[src/verilog/tkpps_pkg.sv]
// Package with constants and types for the pulse-disciplined time keeper.
package tkpps_pkg;
	// Base clock and the length of one nominal second in base clock cycles.
	localparam int unsigned CLK_HZ = 100_000_000;
	localparam logic [31:0] NOMINAL_PERIOD = 32'h05F5E100;
	// Late-pulse tolerance in microseconds and its cycle count.
	localparam int unsigned LATE_US = 50;
	localparam logic [31:0] LATE_CYC = 32'(LATE_US * (CLK_HZ / 1_000_000));
	// Propagation delay step in nanoseconds; one step is one base clock cycle.
	localparam int unsigned PROP_STEP_NS = 10;
	localparam int unsigned PROP_STEP_CYC = (PROP_STEP_NS * CLK_HZ) / 1_000_000_000;
	// Cycles per microsecond.
	localparam logic [6:0] US_CYC = 7'(CLK_HZ / 1_000_000);
	// Calendar limits.
	localparam logic [16:0] SECS_PER_DAY = 17'h15180;
	localparam logic [8:0] DAYS_NORMAL = 9'h16D;
	localparam logic [8:0] DAYS_LEAP = 9'h16E;
	localparam logic [19:0] US_PER_SEC = 20'hF4240;
	localparam logic [11:0] YEAR_RESET = 12'h7D0;
	// Averaging depth (shift) for the measured period.
	localparam int unsigned AVG_SHIFT = 3;
	// Pulse source encodings.
	typedef enum logic [3:0] {
		pps_src_internal = 4'h0,
		pps_src_decoded_code = 4'h1,
		pps_src_satellite = 4'h2,
		pps_src_ttl_line = 4'h3,
		pps_src_rf_input = 4'h4,
		pps_src_sync_line = 4'h5,
		keeper_off = 4'hF
	} tkpps_src_t;
	// Status vector bit positions.
	localparam int ST_BIN_TO_DEC_ERR = 0;
	localparam int ST_DEC_TO_BIN_ERR = 1;
	localparam int ST_CODE_MISMATCH = 2;
	localparam int ST_PULSE_GENERATED = 3;
	localparam int ST_PULSE_RECEIVED = 4;
	localparam int ST_CODE_APPLIED = 5;
	localparam int ST_ADAPTIVE_PULSE_OK = 6;
	localparam int ST_PULSE_LOST = 7;
	localparam int ST_AVG_PERIOD_BAD = 8;
	localparam int ST_LAST_PULSE_BAD = 9;
	localparam int ST_WIDTH = 10;
	// Period measurement acceptance band around the nominal second.
	localparam logic [31:0] PERIOD_TOL = 32'h000186A0;
endpackage : tkpps_pkg

[src/verilog/tkpps_sync.sv]
// Two-flip-flop synchroniser bank with rising edge detection.
module tkpps_sync #(
	parameter int WIDTH = 10
) (
	// Clock and reset.
	input wire logic clk_i,
	input wire logic sys_rst_i,
	// Asynchronous inputs and their synchronised edges.
	input wire logic [WIDTH-1:0] async_i,
	output logic [WIDTH-1:0] rise_o
);
	logic [WIDTH-1:0] stage1; // First stage, read only by the second.
	logic [WIDTH-1:0] stage2; // Second stage, safe to use.
	logic [WIDTH-1:0] stage3; // Delayed copy for edge detection.

	// Each line gets its own chain; a metastable first stage never fans out.
	genvar g;
	generate
		for (g = 0; g < WIDTH; g++) begin : g_line
			always_ff @(posedge clk_i or posedge sys_rst_i) begin
				if (sys_rst_i) begin
					stage1[g] <= 1'b0;
					stage2[g] <= 1'b0;
					stage3[g] <= 1'b0;
				end else begin
					stage1[g] <= async_i[g];
					stage2[g] <= stage1[g];
					stage3[g] <= stage2[g];
				end
			end
			assign rise_o[g] = stage2[g] & ~stage3[g];
		end
	endgenerate
endmodule // tkpps_sync

[src/verilog/tkpps_keeper.sv]
// Top of the pulse-disciplined time keeper.

module tkpps_keeper #(
	parameter logic [31:0] NOMINAL = tkpps_pkg::NOMINAL_PERIOD,
	parameter logic [15:0] PROP_MAX = 16'hFFFF
) (
	// Clock and reset.
	input wire logic clk_i,
	input wire logic sys_rst_i,
	// Asynchronous pulse inputs.
	input wire logic sat_pps_i,
	input wire logic [3:0] ttl_pps_i,
	input wire logic rf_pps_i,
	input wire logic [3:0] sync_pps_i,
	// Configuration.
	input wire logic [3:0] pps_mode_i,
	input wire logic [1:0] pps_line_i,
	input wire logic fallback_internal_i,
	input wire logic use_fixed_period_i,
	input wire logic slow_timebase_i,
	input wire logic use_binary_seconds_i,
	input wire logic ignore_code_seconds_i,
	input wire logic ignore_code_minutes_i,
	input wire logic ignore_code_days_i,
	input wire logic signed [5:0] offset_hours_i,
	input wire logic signed [6:0] offset_minutes_i,
	input wire logic [15:0] prop_delay_i,
	// Decoded code from the decoder, same clock.
	input wire logic code_valid_i,
	input wire logic code_pps_i,
	input wire logic code_decoding_i,
	input wire logic [16:0] code_sbs_i,
	input wire logic [5:0] code_sec_i,
	input wire logic [5:0] code_min_i,
	input wire logic [4:0] code_hour_i,
	input wire logic [8:0] code_yday_i,
	input wire logic [11:0] code_year_i,
	input wire logic code_bcd_err_i,
	input wire logic code_bin_err_i,
	// Time write.
	input wire logic set_i,
	input wire logic set_secs_valid_i,
	input wire logic set_yday_valid_i,
	input wire logic set_year_valid_i,
	input wire logic [16:0] set_secs_i,
	input wire logic [8:0] set_yday_i,
	input wire logic [11:0] set_year_i,
	// Time read and raw read.
	input wire logic read_i,
	input wire logic raw_read_i,
	output logic [16:0] rd_secs_o,
	output logic [19:0] rd_us_o,
	output logic [8:0] rd_yday_o,
	output logic [11:0] rd_year_o,
	output logic [tkpps_pkg::ST_WIDTH-1:0] rd_status_o,
	output logic rd_valid_o,
	output logic raw_refused_o,
	// Live pulse output.
	output logic pps_o
);
	initial begin
		// The internal second ends at period minus one, so a period needs at least two cycles.
		if (PROP_MAX == 16'h0000 || NOMINAL < 32'h00000002) $error("bad keeper parameters");
	end

	logic [9:0] rise; // Synchronised rising edges of external pulse lines.
	logic ext_edge; // Selected external edge.
	logic [31:0] since; // Cycles since the last second boundary.
	logic [31:0] period; // Active period.
	logic [34:0] avg_acc; // Averaging accumulator.
	logic [31:0] last_gap; // Spacing of last external pulses.
	logic [31:0] gap_cnt; // Cycles between external pulses.
	logic avg_valid; // Averaged period primed.
	logic lost; // External pulse declared missing.
	logic last_bad; // Last pulse outside band.
	logic [15:0] delay_cnt; // Propagation delay countdown.
	logic delay_run; // Delay in progress.
	logic tick; // Second boundary.
	logic gen_tick; // Internally generated second.
	logic [6:0] us_div; // Microsecond prescaler.
	logic [19:0] us; // Microseconds within second.
	logic [16:0] secs; // UTC seconds of day.
	logic [8:0] yday; // Day of year, 1-based.
	logic [11:0] year; // Year.
	logic [tkpps_pkg::ST_WIDTH-1:0] sticky; // Sticky flags.
	logic [tkpps_pkg::ST_WIDTH-1:0] set_ev; // Event sets this cycle.
	logic signed [17:0] off_s; // Offset in seconds.
	logic code_src; // Code is the selected source.
	logic [16:0] code_secs; // Seconds of day from code.
	logic [16:0] next_secs; // Incremented seconds.
	logic [8:0] days_in_year; // Length of current year.

	tkpps_sync #(.WIDTH(10)) u_sync (
		.clk_i(clk_i),
		.sys_rst_i(sys_rst_i),
		.async_i({sat_pps_i, sync_pps_i, rf_pps_i, ttl_pps_i}),
		.rise_o(rise)
	);

	// Source selection; code pulse is already on this clock.
	always_comb begin
		ext_edge = 1'b0;
		code_src = 1'b0;
		unique case (pps_mode_i)
			tkpps_pkg::pps_src_decoded_code: begin
				ext_edge = code_pps_i;
				code_src = 1'b1;
			end
			tkpps_pkg::pps_src_satellite: ext_edge = rise[9];
			tkpps_pkg::pps_src_ttl_line: ext_edge = rise[pps_line_i];
			tkpps_pkg::pps_src_rf_input: ext_edge = rise[4];
			tkpps_pkg::pps_src_sync_line: ext_edge = rise[5 + pps_line_i];
			default: ext_edge = 1'b0;
		endcase
	end

	wire off_mode = (pps_mode_i == tkpps_pkg::keeper_off);
	wire int_mode = (pps_mode_i == tkpps_pkg::pps_src_internal);
	// Slow sources have no expectation window, so they are never declared lost.
	wire late = ~int_mode & ~slow_timebase_i & (since > period + tkpps_pkg::LATE_CYC);

	// Period selection: fixed or averaged measurement when it is primed.
	assign period = (use_fixed_period_i | ~avg_valid) ? NOMINAL : avg_acc[34:3];

	// Measure spacing of valid external pulses and average them.
	always_ff @(posedge clk_i or posedge sys_rst_i) begin
		if (sys_rst_i) begin
			gap_cnt <= 32'h00000000;
			avg_acc <= 35'h000000000;
			avg_valid <= 1'b0;
			last_gap <= 32'h00000000;
			last_bad <= 1'b0;
		end else if (ext_edge) begin
			gap_cnt <= 32'h00000001;
			last_gap <= gap_cnt;
			last_bad <= (gap_cnt > NOMINAL + tkpps_pkg::PERIOD_TOL) || (gap_cnt < NOMINAL - tkpps_pkg::PERIOD_TOL);
			if ((gap_cnt <= NOMINAL + tkpps_pkg::PERIOD_TOL) && (gap_cnt >= NOMINAL - tkpps_pkg::PERIOD_TOL)) begin
				// Running mean with weight 1/8 keeps the hardware to an adder and shift.
				avg_acc <= avg_valid ? (avg_acc - {3'h0, avg_acc[34:3]} + {3'h0, gap_cnt}) : {gap_cnt, 3'h0};
				avg_valid <= 1'b1;
			end
		end else if (gap_cnt != 32'hFFFFFFFF) begin
			gap_cnt <= gap_cnt + 32'h00000001;
		end
	end

	// Lost detection: set when late, cleared by the next external pulse.
	always_ff @(posedge clk_i or posedge sys_rst_i) begin
		if (sys_rst_i) begin
			lost <= 1'b0;
		end else if (ext_edge) begin
			lost <= 1'b0;
		end else if (late) begin
			lost <= 1'b1;
		end
	end

	// Propagation delay: accepted edge is delayed by N cycles of 10 ns.
	always_ff @(posedge clk_i or posedge sys_rst_i) begin
		if (sys_rst_i) begin
			delay_cnt <= 16'h0000;
			delay_run <= 1'b0;
		end else if (ext_edge && !int_mode && prop_delay_i != 16'h0000) begin
			delay_cnt <= prop_delay_i;
			delay_run <= 1'b1;
		end else if (delay_run) begin
			delay_cnt <= delay_cnt - 16'h0001;
			delay_run <= (delay_cnt != 16'h0001);
		end
	end
	wire ext_tick = (prop_delay_i == 16'h0000) ? ext_edge : (delay_run && delay_cnt == 16'h0001);

	// Internal generation whenever internal mode, or fallback after loss.
	assign gen_tick = (since >= period - 32'h00000001) & (int_mode | (fallback_internal_i & lost));
	assign tick = ~off_mode & ((ext_tick & ~int_mode) | gen_tick);

	// Cycle and microsecond counters restart on each second boundary.
	always_ff @(posedge clk_i or posedge sys_rst_i) begin
		if (sys_rst_i) begin
			since <= 32'h00000000;
			us_div <= 7'h00;
			us <= 20'h00000;
		end else if (off_mode || tick) begin
			since <= 32'h00000000;
			us_div <= 7'h00;
			us <= 20'h00000;
		end else begin
			if (since != 32'hFFFFFFFF) since <= since + 32'h00000001;
			if (us_div == tkpps_pkg::US_CYC - 7'h01) begin
				us_div <= 7'h00;
				if (us != tkpps_pkg::US_PER_SEC - 20'h00001) us <= us + 20'h00001;
			end else begin
				us_div <= us_div + 7'h01;
			end
		end
	end

	// Leap year and local offset.
	assign days_in_year = (year[1:0] == 2'b00) ? tkpps_pkg::DAYS_LEAP : tkpps_pkg::DAYS_NORMAL;
	assign off_s = 18'(offset_hours_i) * 18'sd3600 + 18'(offset_minutes_i) * 18'sd60;
	assign next_secs = secs + 17'h00001;

	// Seconds of day from the code: binary field or decimal fields; ignored seconds are held, ignoring minutes keeps the current hour with minutes zeroed.
	always_comb begin
		code_secs = use_binary_seconds_i ? code_sbs_i :
			17'(code_hour_i) * 17'd3600 + 17'(code_min_i) * 17'd60 + 17'(code_sec_i);
		if (ignore_code_minutes_i) code_secs = 17'(secs - secs % 17'd3600 + (use_binary_seconds_i ? code_sbs_i % 17'd60 : 17'(code_sec_i)));
		if (ignore_code_seconds_i) code_secs = 17'(code_secs - code_secs % 17'd60 + secs % 17'd60);
	end

	wire code_take = code_valid_i & code_src;
	wire signed [18:0] set_local = $signed({2'b00, set_secs_i}) - 19'(off_s);
	wire [16:0] set_utc = (set_local < 0) ? 17'(set_local + 19'(tkpps_pkg::SECS_PER_DAY)) :
		(set_local >= 19'(tkpps_pkg::SECS_PER_DAY)) ? 17'(set_local - 19'(tkpps_pkg::SECS_PER_DAY)) : 17'(set_local);

	// Time registers: write, code apply, second advance with rollover.
	always_ff @(posedge clk_i or posedge sys_rst_i) begin
		if (sys_rst_i) begin
			secs <= 17'h00000;
			yday <= 9'h001;
			year <= tkpps_pkg::YEAR_RESET;
		end else if (set_i) begin
			if (set_secs_valid_i) secs <= set_utc;
			if (set_yday_valid_i) yday <= set_yday_i;
			if (set_year_valid_i) year <= set_year_i;
		end else if (code_take) begin
			secs <= code_secs;
			if (!ignore_code_days_i) begin
				yday <= code_yday_i;
				year <= code_year_i;
			end
		end else if (tick) begin
			if (next_secs == tkpps_pkg::SECS_PER_DAY) begin
				secs <= 17'h00000;
				if (yday == days_in_year) begin
					yday <= 9'h001;
					year <= year + 12'h001;
				end else begin
					yday <= yday + 9'h001;
				end
			end else begin
				secs <= next_secs;
			end
		end
	end

	// Event sets; live flags are not sticky.
	always_comb begin
		set_ev = '0;
		set_ev[tkpps_pkg::ST_BIN_TO_DEC_ERR] = code_take & code_bin_err_i;
		set_ev[tkpps_pkg::ST_DEC_TO_BIN_ERR] = code_take & code_bcd_err_i;
		set_ev[tkpps_pkg::ST_CODE_MISMATCH] = code_take & ((code_secs != secs) | 1'b1);
		set_ev[tkpps_pkg::ST_PULSE_GENERATED] = gen_tick & ~off_mode;
		set_ev[tkpps_pkg::ST_PULSE_RECEIVED] = ext_edge;
		set_ev[tkpps_pkg::ST_CODE_APPLIED] = code_take;
	end

	// Sticky flags: a set in the read cycle survives the clear.
	always_ff @(posedge clk_i or posedge sys_rst_i) begin
		if (sys_rst_i) begin
			sticky <= '0;
		end else begin
			sticky <= (read_i ? '0 : sticky) | set_ev;
		end
	end

	// Latch all fields together on a read, local offset applied.
	wire signed [18:0] loc = $signed({2'b00, secs}) + 19'(off_s);
	always_ff @(posedge clk_i or posedge sys_rst_i) begin
		if (sys_rst_i) begin
			rd_secs_o <= 17'h00000;
			rd_us_o <= 20'h00000;
			rd_yday_o <= 9'h000;
			rd_year_o <= 12'h000;
			rd_status_o <= '0;
			rd_valid_o <= 1'b0;
			raw_refused_o <= 1'b0;
		end else begin
			rd_valid_o <= read_i | (raw_read_i & ~code_decoding_i);
			raw_refused_o <= raw_read_i & code_decoding_i;
			if (read_i) begin
				rd_secs_o <= (loc < 0) ? 17'(loc + 19'(tkpps_pkg::SECS_PER_DAY)) :
					(loc >= 19'(tkpps_pkg::SECS_PER_DAY)) ? 17'(loc - 19'(tkpps_pkg::SECS_PER_DAY)) : 17'(loc);
				rd_us_o <= us;
				rd_yday_o <= yday;
				rd_year_o <= year;
				rd_status_o <= {last_bad, ~avg_valid & ~use_fixed_period_i, lost, ~lost & ~off_mode, sticky[5:0]};
			end else if (raw_read_i && !code_decoding_i) begin
				// Raw path hands back decoder contents, no offset.
				rd_secs_o <= code_sbs_i;
				rd_us_o <= 20'h00000;
				rd_yday_o <= code_yday_i;
				rd_year_o <= code_year_i;
			end
		end
	end

	// Pulse output.
	always_ff @(posedge clk_i or posedge sys_rst_i) begin
		if (sys_rst_i) pps_o <= 1'b0;
		else pps_o <= tick;
	end
endmodule // tkpps_keeper

[config.mk]
export PLATFORM = sky130hd
export DESIGN_NAME = tkpps_keeper
export DESIGN_NICKNAME = d
export VERILOG_FILES = /design/src/verilog/tkpps_pkg.sv /design/src/verilog/tkpps_sync.sv /design/src/verilog/tkpps_keeper.sv
export SDC_FILE = /design/constraint.sdc
export NUM_CORES = 2
export LEC_CHECK = 0
export BUFFER_PORTS_ARGS = -buffer_cell sky130_fd_sc_hd__buf_4
export CAP_MARGIN = 40
export CORE_ASPECT_RATIO = 1.75
export CORE_MARGIN = 1.5
export CORE_UTILIZATION = 30
export CTS_CLUSTER_DIAMETER = 30
export DETAILED_ROUTE_END_ITERATION = 7
export GPL_ROUTABILITY_DRIVEN = 0
export PLACE_DENSITY = 0.46
export SYNTH_ARGS = -nofsm -noshare
export SYNTH_HDL_FRONTEND = slang
export SYNTH_SLANG_ARGS = --single-unit
[constraint.sdc]
create_clock -name clk_i -period 16.7 [get_ports clk_i]
set_input_delay 3.34 -clock clk_i [delete_from_list [all_inputs] [get_ports clk_i]]
set_output_delay 3.34 -clock clk_i [all_outputs]
set_load 0.005 [all_outputs]
==> results.cfg <==
[clocking]
clockBufferDepth = 3
cts_tree = built
cts-root-buf = clkbuf_16
clock-sinks = 291
cts.clk_slew.worst_paths_ps = 60
htree_levels = 3
clk-insertion-delay-late_ps = 670
numCtsBuffers = 73

[synthesis]
ys_async_sr_fraction_pct = 100.0
ys_warn_count = 0
seq_area_frac_synth_pct = 22.72
yosys_register_bits = 291
yosysUniqueCellTypes = 121
syn_area_um2 = 32090
synth-edff-count = 0
syn_area_per_cell_um2 = 7.994
syn_inst = 4014
synthFlopType = dfrtp_1

[sta]
setup_ws_ps = -1767
whs_ps = 341.0
fmax_ghz = 0.05415
hold_violations = 0
setup_viol = 14
fin_crit_ps = 18470
slew_headroom_pct = 38.74
report.final.slew_viol_count = 0
fin_crit_sh_pct = 110.6
rsz0062_at_grt = yes
finClkSkew_ps = 74.59
worst_slew_pin_slew_ps = 919.0

[critical_path]
crit_top_cell = buf_4
worstPathRequired_ps = 17230
critPathMaxStageDelay_ps = 530
startpoint_type = input port
worstPathMaxFanout = 9
worstPathArrival_ps = 18990
criticalPathCategory = input port to flip-flop
slowest_stage = fa_1
end_kind = flip-flop

[routing]
via_count = 31115
vias_per_cell = 5.162
wl_per_cell_um = 19.53
drt-initial-drc-count = 1369
drc_errors = 0
ant_nets = 0
firstDrtPassIters = 5
drt_wl_total_mm = 117.8

[placement]
hpwl_mm = 94.48
dp.cells = 5834
portBuffers = 228

[global_routing]
met1_usage_pct = 22.24
grt_overflow = 0
grtUsageMet2_pct = 40.73
gr-usage-met3_pct = 3.136
grt_most_used_layer = met2
grt_max_degree = 152
grtUsageTotal_pct = 21.32
antenna_found_initial = 2
grt_pass1_vias = 31861
grt_pass1_wl_mm = 181.9

[floorplanning]
die_x_um = 250.2
rows = 158
die_h_um = 435.6
start_util_pct = 30.28
core_um2 = 106000
io_pins = 229
dieArea_um2 = 109000

[cells_and_area]
instances_no_fill = 6028
fin_util_pct = 39.87
drive_gt1_share_pct = 23.25
finalNetCount = 5148
synthToLayoutAreaGrowth_pct = 31.65

[status]
violations = setup timing
status = finished with violations

[min_path]
hp-class = flip-flop to flip-flop

[flow_run]
cap_violations = 0
==> sequential cells by signal (all words and copies together), names as in the netlist, 6 cells and up, named ones only <==
| register | flops |
|---|---|
| yday | 9 |
| since | 32 |
| rd_secs_o | 17 |
| rd_us_o | 20 |
| rd_status_o | 10 |
| u_sync.stage2 | 10 |
| u_sync.stage1 | 10 |
| delay_cnt | 16 |
| us_div | 7 |
| year | 12 |
| u_sync.stage3 | 10 |
| us | 20 |
| sticky | 6 |
| rd_yday_o | 9 |
| secs | 16 |
| avg_acc | 35 |
| gap_cnt | 32 |
| rd_year_o | 12 |
==> repair_timing <==
item                                   4_1_cts  5_1_grt
pin swaps                                  120       69
gates cloned                                 0        0
buffers inserted                            41       25
resized for setup                          126      100
setup endpoints to repair                   15       15
endpoints found under the hold margin        0        0
hold buffers                                 0        0
==> worst max-delay path: cells and delay by family <==
kind | cells | cell delay, ps
multiplexers | 3 | 880
buffers and inverters | 19 | 2430
adder cells (fa/ha/maj) | 6 | 2010
AND/OR/NAND/NOR | 16 | 2550
AO/OA/AOI/OAI | 39 | 7410
XOR/XNOR | 2 | 350
==> area by class of cell <==
cell class / instances / area [um^2]
multi-input cells: 3207 / 24160
clock inverters: 45 / 588.1
fillers: 10929 / 63720
inverters: 387 / 1488
diodes: 1 / 2.502
well taps: 1360 / 1702
repair buffers: 649 / 5019
clock buffers: 88 / 1993
flip-flops and latches: 291 / 7291
==> metrics by stage <==
| stage | TNS [ps] | instance area (um^2) | setup WS [ps] |
|---|---|---|---|
| 4_1_cts | -12520 | 41570 | -1549 |
| 5_1_grt | -26090 | 42240 | -2498 |
| 2_1_floorplan | -15520 | 32490 | -1899 |
| 3_5_place_dp | -32370 | 38070 | -2853 |
| 3_3_place_gp | -31150 | 38020 | -2754 |
| 6_report | -15540 | 42240 | -1767 |
==> cells in the mapped netlist, types with 43 or more instances <==
master	count	area, um^2
xor2_1	102	893.4
nor2_1	357	1340
a211oi_1	74	555.5
and3_1	46	287.8
o21bai_1	57	427.9
nand2_1	367	1378
nor3_1	70	350.3
fa_1	90	1802
inv_1	380	1426
ha_1	291	3641
mux2i_1	72	720.7
o21ai_0	231	1156
nand3_1	126	630.6
dfrtp_1	284	7107
clkbuf_1	124	465.5
nor4_1	43	269.0
a21oi_1	266	1331
a21o_1	50	375.4
xnor2_1	253	2216
nand4_1	52	325.3
==> path summary, 6_finish.rpt <==
check / from / endpoint / slack, ps / depth (start not counted)
max: code_sbs_i[16] / secs[16] / -1770 / 85
min: u_sync.stage1[4] / u_sync.stage2[4] / 340 / 0
max reg2reg: secs[9] / secs[16] / 160 / 79
min reg2reg: u_sync.stage1[4] / u_sync.stage2[4] / 340 / 0
max in group asynchronous: sys_rst_i / rd_secs_o[0] / 12610 / 3
min in group asynchronous: sys_rst_i / gap_cnt[2] / 2780 / 2
==> cells by family after synthesis <==
group / count (synthesis) / share of synthesized area (%)
DFF: 291 / 22.72
and+or+nand+nor: 1305 / 19.54
adders and majority gates: 390 / 17.25
AOI/OAI and AO/OA: 1031 / 20.96
other: 2 / 0.02341
muxes: 100 / 3.244
xor gates and xnor gates: 357 / 9.846
buffers and inverters: 538 / 6.422
==> routing by layer <==
layer | share of wire, % | up-vias
li1 | - | 15283
met1 | 38 | 14999
met2 | 53 | 602
met3 | 3.7 | 229
met4 | 5.4 | 2
met5 | 0.011 | -
==> cell usage in the layout (no fill, tap or decap), drive strengths merged, types with 57 or more instances in the layout <==
master / netlist / final
ha: 291 / 291
buf: 26 / 649
nand2: 368 / 368
nor3: 72 / 72
clkbuf: 125 / 88
mux2i: 74 / 74
dfrtp: 284 / 284
inv: 383 / 394
nor2: 363 / 363
nand3: 129 / 129
o21ai: 248 / 248
xor2: 102 / 102
fa: 90 / 90
a211oi: 74 / 74
a21oi: 269 / 269
o21bai: 57 / 57
xnor2: 254 / 254
Power is left out: the tool's default activity adds up to more than one toggle a clock period on the data nets, which glitch-free logic cannot reach.
